$ cat src/hslm_map.vh
// Summary of operation
// - Four transceiver lanes exist; each lane carries at most one controller channel.
// - Software-written registers steer routing; software must pick a permitted assignment.
// - Each lane selects its own protocol, so several standards run together.
// - PCI Express lanes run at 2.5 or 5.0 Gb/s as configured.
// - Two SATA channels; channel 0 on lane 0 or 2, channel 1 on 1 or 3.
// - SATA channels run at 1.5, 3.0 or 6.0 Gb/s as configured.
// - DisplayPort is transmit only; stream lane 1 on lane 0/2, lane 0 on 1/3.
// - DisplayPort lanes run at 1.62, 2.7 or 5.4 Gb/s as configured.
// - USB 3.0 at 5.0 Gb/s; first controller lanes 0-2, second only lane 3.
// - Up to four SGMII ports at 1.25 Gb/s; port n only on lane n.
`ifndef HSLM_MAP_VH
`define HSLM_MAP_VH

// ==========================================================================
// Register byte addresses.
`define HSLM_ADDR_LANE_PROTO  8'h00
`define HSLM_ADDR_LANE_RATE   8'h04
`define HSLM_ADDR_PCIE_WIDTH  8'h08
`define HSLM_ADDR_STATUS      8'h0C

// ==========================================================================
// Protocol codes held per lane in the lane protocol register.
`define HSLM_PROTO_NONE  4'h0
`define HSLM_PROTO_PCIE  4'h1
`define HSLM_PROTO_SATA  4'h2
`define HSLM_PROTO_DISP  4'h3
`define HSLM_PROTO_FIRST_USB_CONTROLLER  4'h4
`define HSLM_PROTO_SECOND_USB_CONTROLLER  4'h5
`define HSLM_PROTO_ETH   4'h6

// ==========================================================================
// Rate codes held per lane; meaning depends on the lane protocol.
`define HSLM_RATE_0  2'h0
`define HSLM_RATE_1  2'h1
`define HSLM_RATE_2  2'h2

// ==========================================================================
// Field widths and reset values.
`define HSLM_PROTO_W      4
`define HSLM_RATE_W       2
`define HSLM_WIDTH_W      3
`define HSLM_PCIE_X1      3'h1
`define HSLM_PCIE_X2      3'h2
`define HSLM_PCIE_X4      3'h4
`define HSLM_RST_PROTO    16'h0000
`define HSLM_RST_RATE     8'h00
`define HSLM_RST_WIDTH    3'h1

`endif

$ cat src/hslm_lane_mux.v
// Register access over Wishbone and the register addresses were left to the implementer.
`timescale 1ns/1ps
`default_nettype none
`include "hslm_map.vh"

module hslm_lane_mux #(
    parameter W = 20
) (
    // Clock and reset.
    input  wire             clk,
    input  wire             rst,
    // Wishbone classic slave.
    input  wire             wb_cyc_i,
    input  wire             wb_stb_i,
    input  wire             wb_we_i,
    input  wire [7:0]       wb_adr_i,
    input  wire [3:0]       wb_sel_i,
    input  wire [31:0]      wb_dat_i,
    output reg  [31:0]      wb_dat_o,
    output reg              wb_ack_o,
    // Controller transmit data.
    input  wire [4*W-1:0]   pcie_tx,
    input  wire [2*W-1:0]   sata_tx,
    input  wire [2*W-1:0]   disp_tx,
    input  wire [W-1:0]     first_usb_controller_tx,
    input  wire [W-1:0]     second_usb_controller_tx,
    input  wire [4*W-1:0]   eth_tx,
    // Controller receive data and connection flags.
    output reg  [4*W-1:0]   pcie_rx,
    output reg  [2*W-1:0]   sata_rx,
    output reg  [W-1:0]     first_usb_controller_rx,
    output reg  [W-1:0]     second_usb_controller_rx,
    output reg  [4*W-1:0]   eth_rx,
    output reg  [3:0]       pcie_conn,
    output reg  [1:0]       sata_conn,
    output reg  [1:0]       disp_conn,
    output reg              first_usb_controller_conn,
    output reg              second_usb_controller_conn,
    output reg  [3:0]       eth_conn,
    // Transceiver lanes.
    output reg  [4*W-1:0]   lane_tx,
    output reg  [3:0]       lane_tx_en,
    output reg  [7:0]       lane_rate,
    input  wire [4*W-1:0]   lane_rx
);

    // ======================================================================
    // Configuration registers.
    reg  [15:0]  proto_reg;
    reg  [7:0]   rate_reg;
    reg  [2:0]   width_reg;
    reg  [15:0]  eff_reg;
    reg  [15:0]  eff_next;
    reg  [3:0]   act_next;
    reg  [3:0]   act_reg;

    wire         wb_req = wb_cyc_i & wb_stb_i & ~wb_ack_o;

    function [31:0] merge;
        input [31:0] old_v;
        input [31:0] new_v;
        input [3:0]  sel;
        integer      b;
        begin
            merge = old_v;
            for (b = 0; b < 4; b = b + 1) begin
                if (sel[b]) begin
                    merge[b*8 +: 8] = new_v[b*8 +: 8];
                end
            end
        end
    endfunction

    // Byte-merged write words; only the low bits of each land in a register.
    wire [31:0]  proto_wr = merge({16'h0000, proto_reg}, wb_dat_i, wb_sel_i);
    wire [31:0]  rate_wr  = merge({24'h00_0000, rate_reg}, wb_dat_i, wb_sel_i);
    wire [31:0]  width_wr = merge({29'h0000_0000, width_reg}, wb_dat_i, wb_sel_i);

    // Whether a protocol may sit on a lane at a rate code.
    function legal;
        input [3:0] code;
        input [1:0] lane;
        input [1:0] rate;
        input [2:0] width;
        begin
            case (code)
                `HSLM_PROTO_PCIE: legal = (rate <= `HSLM_RATE_1) &&
                    ((width == `HSLM_PCIE_X1 && lane == 2'd0) ||
                     (width == `HSLM_PCIE_X2 && lane <= 2'd1) ||
                     (width == `HSLM_PCIE_X4));
                `HSLM_PROTO_SATA: legal = (rate <= `HSLM_RATE_2);
                `HSLM_PROTO_DISP: legal = (rate <= `HSLM_RATE_2);
                `HSLM_PROTO_FIRST_USB_CONTROLLER: legal = (rate == `HSLM_RATE_0) && (lane != 2'd3);
                `HSLM_PROTO_SECOND_USB_CONTROLLER: legal = (rate == `HSLM_RATE_0) && (lane == 2'd3);
                `HSLM_PROTO_ETH:  legal = (rate == `HSLM_RATE_0);
                default:          legal = 1'b0;
            endcase
        end
    endfunction

    // ======================================================================
    // Register access. Unmapped addresses are acknowledged and read zero.
    always @(posedge clk) begin
        if (rst) begin
            proto_reg <= `HSLM_RST_PROTO;
            rate_reg  <= `HSLM_RST_RATE;
            width_reg <= `HSLM_RST_WIDTH;
            wb_ack_o  <= 1'b0;
            wb_dat_o  <= 32'h0000_0000;
        end else begin
            wb_ack_o <= wb_req;
            wb_dat_o <= 32'h0000_0000;
            if (wb_req && wb_we_i) begin
                case (wb_adr_i)
                    `HSLM_ADDR_LANE_PROTO: proto_reg <= proto_wr[15:0];
                    `HSLM_ADDR_LANE_RATE:  rate_reg  <= rate_wr[7:0];
                    `HSLM_ADDR_PCIE_WIDTH: width_reg <= width_wr[2:0];
                    default: ;
                endcase
            end
            if (wb_req && !wb_we_i) begin
                case (wb_adr_i)
                    `HSLM_ADDR_LANE_PROTO: wb_dat_o <= {16'h0000, proto_reg};
                    `HSLM_ADDR_LANE_RATE:  wb_dat_o <= {24'h00_0000, rate_reg};
                    `HSLM_ADDR_PCIE_WIDTH: wb_dat_o <= {29'h0000_0000, width_reg};
                    `HSLM_ADDR_STATUS:     wb_dat_o <= {12'h000, eff_reg, act_reg};
                    default:               wb_dat_o <= 32'h0000_0000;
                endcase
            end
        end
    end

    // ======================================================================
    // Effective lane assignment. When software asks for one channel on two
    // lanes, the lower lane keeps it and the upper lane is left idle, so a
    // bad setting never drives one controller onto two lanes.
    integer l;
    integer k;
    reg     taken;
    always @* begin
        eff_next = 16'h0000;
        act_next = 4'h0;
        taken    = 1'b0;
        for (l = 0; l < 4; l = l + 1) begin
            if (legal(proto_reg[l*4 +: 4], l[1:0], rate_reg[l*2 +: 2], width_reg)) begin
                taken = 1'b0;
                for (k = 0; k < l; k = k + 1) begin
                    if (act_next[k] && eff_next[k*4 +: 4] == proto_reg[l*4 +: 4]) begin
                        if (proto_reg[l*4 +: 4] == `HSLM_PROTO_FIRST_USB_CONTROLLER ||
                            ((proto_reg[l*4 +: 4] == `HSLM_PROTO_SATA ||
                              proto_reg[l*4 +: 4] == `HSLM_PROTO_DISP) &&
                             k == l - 2)) begin
                            taken = 1'b1;
                        end
                    end
                end
                if (!taken) begin
                    act_next[l]        = 1'b1;
                    eff_next[l*4 +: 4] = proto_reg[l*4 +: 4];
                end
            end
        end
    end

    // ======================================================================
    // Registered data path, one cycle from controller to lane and back.
    integer n;
    always @(posedge clk) begin
        if (rst) begin
            eff_reg    <= 16'h0000;
            act_reg    <= 4'h0;
            lane_tx    <= {4*W{1'b0}};
            lane_tx_en <= 4'h0;
            lane_rate  <= 8'h00;
            pcie_rx    <= {4*W{1'b0}};
            sata_rx    <= {2*W{1'b0}};
            first_usb_controller_rx    <= {W{1'b0}};
            second_usb_controller_rx    <= {W{1'b0}};
            eth_rx     <= {4*W{1'b0}};
            pcie_conn  <= 4'h0;
            sata_conn  <= 2'h0;
            disp_conn  <= 2'h0;
            first_usb_controller_conn  <= 1'b0;
            second_usb_controller_conn  <= 1'b0;
            eth_conn   <= 4'h0;
        end else begin
            eff_reg    <= eff_next;
            act_reg    <= act_next;
            lane_rate  <= rate_reg & {{2{act_reg[3]}}, {2{act_reg[2]}},
                                      {2{act_reg[1]}}, {2{act_reg[0]}}};
            pcie_rx    <= {4*W{1'b0}};
            sata_rx    <= {2*W{1'b0}};
            first_usb_controller_rx    <= {W{1'b0}};
            second_usb_controller_rx    <= {W{1'b0}};
            eth_rx     <= {4*W{1'b0}};
            pcie_conn  <= 4'h0;
            sata_conn  <= 2'h0;
            disp_conn  <= 2'h0;
            first_usb_controller_conn  <= 1'b0;
            second_usb_controller_conn  <= 1'b0;
            eth_conn   <= 4'h0;
            for (n = 0; n < 4; n = n + 1) begin
                lane_tx_en[n]    <= act_reg[n];
                lane_tx[n*W +: W] <= {W{1'b0}};
                case (eff_reg[n*4 +: 4])
                    `HSLM_PROTO_PCIE: begin
                        lane_tx[n*W +: W] <= pcie_tx[n*W +: W];
                        pcie_rx[n*W +: W] <= lane_rx[n*W +: W];
                        pcie_conn[n]      <= 1'b1;
                    end
                    `HSLM_PROTO_SATA: begin
                        lane_tx[n*W +: W]       <= sata_tx[(n%2)*W +: W];
                        sata_rx[(n%2)*W +: W]   <= lane_rx[n*W +: W];
                        sata_conn[n%2]          <= 1'b1;
                    end
                    `HSLM_PROTO_DISP: begin
                        // Transmit only: the lane's receive side is ignored.
                        lane_tx[n*W +: W]       <= disp_tx[(1-n%2)*W +: W];
                        disp_conn[1-n%2]        <= 1'b1;
                    end
                    `HSLM_PROTO_FIRST_USB_CONTROLLER: begin
                        lane_tx[n*W +: W] <= first_usb_controller_tx;
                        first_usb_controller_rx           <= lane_rx[n*W +: W];
                        first_usb_controller_conn         <= 1'b1;
                    end
                    `HSLM_PROTO_SECOND_USB_CONTROLLER: begin
                        lane_tx[n*W +: W] <= second_usb_controller_tx;
                        second_usb_controller_rx           <= lane_rx[n*W +: W];
                        second_usb_controller_conn         <= 1'b1;
                    end
                    `HSLM_PROTO_ETH: begin
                        lane_tx[n*W +: W] <= eth_tx[n*W +: W];
                        eth_rx[n*W +: W]  <= lane_rx[n*W +: W];
                        eth_conn[n]       <= 1'b1;
                    end
                    default: ;
                endcase
            end
        end
    end

endmodule
`default_nettype wire

$ cat config.mk
export PLATFORM = sky130hd
export DESIGN_NAME = hslm_lane_mux
export DESIGN_NICKNAME = d
export VERILOG_FILES = /design/src/hslm_lane_mux.v
export VERILOG_INCLUDE_DIRS = /design/src
export SDC_FILE = /design/constraint.sdc
export NUM_CORES = 1
export LEC_CHECK = 0
export ABC_AREA = 1
export BUFFER_PORTS_ARGS = -buffer_cell sky130_fd_sc_hd__clkbuf_2
export CORE_AREA = 4 4 303 305
export DETAILED_ROUTE_END_ITERATION = 10
export DIE_AREA = 0 0 307 309
export GPL_TIMING_DRIVEN = 1
export PLACE_DENSITY_LB_ADDON = 0.25
export SLEW_MARGIN = 20
export SYNTH_ARGS = -nofsm -noshare
export SYNTH_HDL_FRONTEND = slang
export SYNTH_SLANG_ARGS = --single-unit
$ cat constraint.sdc
create_clock -name clk -period 2.01 [get_ports clk]
set_clock_uncertainty 0.05 [all_clocks]
set_input_delay 0 -clock clk [delete_from_list [all_inputs] [get_ports clk]]
set_output_delay 0 -clock clk [all_outputs]
set_load 0.005 [all_outputs]
==> results_dict.tcl <==
set metrics [dict create \
    p_comb_share_pct 8.3 \
    whs_path_depth 9 \
    ys_seq_elements 414 \
    postLayoutCoreUtil_pct 31.28 \
    crit_required_ps 2460 \
    worst_slew_pin_slew_ps 534.6 \
    placed_cell_area_mm2 0.02214 \
    first_iter_violations 1697 \
    seqPwrFrac_pct 42.8 \
    cts.sinks 414 \
    clock_latency_ps 610 \
    ys.warnings.count 0 \
    slew_viol_final 0 \
    chipHeight_um 309 \
    endpoint_kind "register" \
    synthTopCellsByCount "414 x dfxtp_1, 351 x nor2_1, 270 x inv_1, 231 x nand2_1, 134 x o21ai_0" \
    syn_inst 2072 \
    ys_types 41 \
    rr_startpoint "wb_ack_o" \
    initial_core_util_pct 18.16 \
    finalSetupViolations 0 \
    drive_gt1_share_pct 30.08 \
    crit_path_start_kind "primary input" \
    finalNonFillerCells 4472 \
    reg2reg_slack_ps 110 \
    avgSynthCellArea_um2 7.827 \
    cts_htree_levels 2 \
    io-pin-count 788 \
    p_leak_nw 12.86 \
    drt-met1-wl_um 42750 \
    vias 20130 \
    drc_errors 0 \
    grt_pass1_vias 20740 \
    drv_cap 0 \
    hold_ws_ps 66.03 \
    synth_ff_type "dfxtp_1" \
    root_buffer "clkbuf_16" \
    p_clk_share_pct 48.9 \
    totalWireLength_um 103500 \
    synth_top_area_share_pct 51.11 \
    ir_worst_vdd_uv 680.8 \
    max_stage_delay_ps 550 \
    status "finished, final reports clean" \
    vias_per_cell 4.501 \
    top_regs "eth_rx (80), lane_tx (80), pcie_rx (80)" \
    synth_edf_count 0 \
    multi_input_area_mm2 0.006459 \
    grt_max_degree 76 \
    netlist_area_mm2 0.01622 \
    die_area_mm2 0.09486 \
    final_cell_area_mm2 0.02794 \
    first_pass_iters 5 \
    port_buffers 757 \
    synth_area_leader_cell "dfxtp_1" \
    r2r_end "wb_dat_o[19]" \
    synth-seq-area-share_pct 51.11 \
    yosysMostFrequentCell "dfxtp_1" \
    numCtsBuffers 52 \
    worst-path-max-fanout 4 \
    hold_start "wb_adr_i[1]" \
    grt_setup_unrepaired "yes" \
    powerDensity_mw_per_mm2 687.2 \
    dp_hpwl_um 77660 \
    fill_cells 9664 \
    top_layer_used "met5" \
    cts_tree "done" \
    maxSlewHeadroom_pct 64.36 \
    wl_met2_um 47330 \
    worstPathCellList "dlygate4sd3_1 > clkbuf_2 > nor2_1 > inv_1 > nor2_4 > nand2_1 > nor2_1 > inv_1 > nor2_2 > inv_1 > o21ai_0 > a21oi_1 > dlygate4sd3_1" \
    timing_hold_violations_final 0 \
    grt_usage_pct 20.76 \
    cts_buffer_depth 3 \
    worst_path_most_repeated_cell "inv_1" \
    hp-class "in2reg" \
    max_freq_mhz 520.4 \
    dp.cells 3970 \
    met3_length_um 8887 \
    crit_path_top_delay_cell "dlygate4sd3_1" \
    ant_nets 0 \
    grt_pass1_wl_um 144000 \
    clk_pin_slew_worst_paths_ps 60 \
    antenna_found_initial 13 \
    async_flop_share_pct 0 \
    worst-setup-path-type "in2reg" \
    seqCellArea_mm2 0.008288 \
    p_switching_mw 4.733 \
    hold_end "wb_dat_o[9]" \
    rows 110 \
    min_period_ps 1921 \
    cp_data_arrival_time_ps 2370 \
    final_nets 3659 \
    reg2reg_depth 6 \
    grt-ovfl-total 0 \
    floorplan.core_area_mm2 0.08932 \
    internal_power_mw 14.47 \
    synth_area_leaders "dfxtp_1 51%, nor2_1 8.1%, inv_1 6.2%" \
    die_w_um 307 \
    finalWeightedCongestion 0.9258 \
    period_share_pct 95.60 \
    area_growth_pct 72.32 \
    wl_per_cell_um 23.15 \
    p_sw_share_pct 24.65 \
]
[worst max-delay path by stage]
stage | startpoint | to | cells past startpoint
finish | wb_adr_i[0] | legal.width[1] | 13
global route | wb_adr_i[0] | legal.width[1] | 13
floorplan | proto_reg[1] | eff_reg[13] | 14
CTS | wb_ack_o | legal.width[1] | 9
detailed placement | eff_reg[4] | lane_tx[31] | 7
global placement | eff_reg[4] | lane_tx[31] | 7
[stage by stage]
stage	setup TNS, ps	total power, mW	worst slack (ps)
finish	0	19.20	88.54
global route	-33.31	19.87	-28.03
CTS	0	19.44	40.58
detailed placement	-29.01	9.321	-29.01
global placement	-26.40	9.334	-26.40
floorplan	0	8.636	493.6
[cell usage in the layout (no fill, tap or decap), types with 4 or more instances in the layout]
master | synthesis | final
o21ai_0 | 134 | 134
clkinv_2 | 0 | 10
nor2_1 | 351 | 344
diode_2 | 0 | 8
nand2_1 | 231 | 226
clkbuf_8 | 0 | 7
a21oi_1 | 97 | 96
a41oi_1 | 25 | 23
dfxtp_1 | 414 | 414
nor3_1 | 23 | 21
conb_1 | 1 | 16
inv_1 | 270 | 265
a211oi_1 | 59 | 59
nor2_2 | 5 | 10
o211ai_1 | 23 | 23
clkinv_4 | 1 | 4
nor2_4 | 3 | 5
inv_2 | 6 | 10
nand4_1 | 5 | 5
clkbuf_2 | 0 | 756
a221oi_1 | 40 | 38
o22ai_1 | 72 | 72
a2111oi_0 | 17 | 16
nand2_2 | 5 | 8
a31oi_1 | 60 | 60
clkbuf_16 | 0 | 52
dlygate4sd3_1 | 0 | 400
nand3_1 | 64 | 60
buf_4 | 12 | 59
clkbuf_1 | 110 | 11
buf_12 | 0 | 36
[power groups by stage]
stage,Combinational (mW),Sequential (mW),Clock [mW]
after floorplan,0.241,8.39,0
after detailed placement,0.925,8.40,0
after global routing,1.70,8.21,9.96
final,1.59,8.22,9.40
after global placement,0.938,8.40,0
after CTS,1.56,8.22,9.66
[worst max-delay path, delay by kind of cell]
| family | cells | cell delay (ps) |
|---|---|---|
| buf+inv | 6 | 1490 |
| simple gates | 5 | 670 |
| compound gates | 2 | 190 |
[timing repair]
item | CTS | global route
hold buffers | 399 | 1
gates cloned | 0 | 1
hold endpoints to repair | 384 | 1
resized for setup | 1 | 16
setup buffers | 0 | 1
pin swaps | 0 | 2
setup endpoints to repair | 1 | 22
[layout make-up]
cell class | instances | share of cell area, %
antenna | 8 | 0.07164
timing repair buffer | 1252 | 32.07
clock buffer | 70 | 5.149
inverter | 280 | 3.792
sequential | 414 | 29.66
clock inverter | 22 | 0.8776
multi-input combinational | 1250 | 23.11
tap | 1176 | 5.266
[cell families after synthesis]
group | after synthesis | share of synthesized area [%]
AOI/OAI and AO/OA | 533 | 20.85
buffers and inverters | 424 | 10.31
xor gates and xnor gates | 5 | 0.2701
DFF | 414 | 51.11
and+or+nand+nor | 695 | 17.44
other | 1 | 0.02312
[metal layers]
layer | track usage, % | up-vias
li1 | - | 9273
met1 | 25.95 | 9511
met2 | 34.47 | 1087
met3 | 5.464 | 248
met4 | 7.772 | 8
met5 | 0 | -
Note: power is estimated with default switching activity, not from simulation.
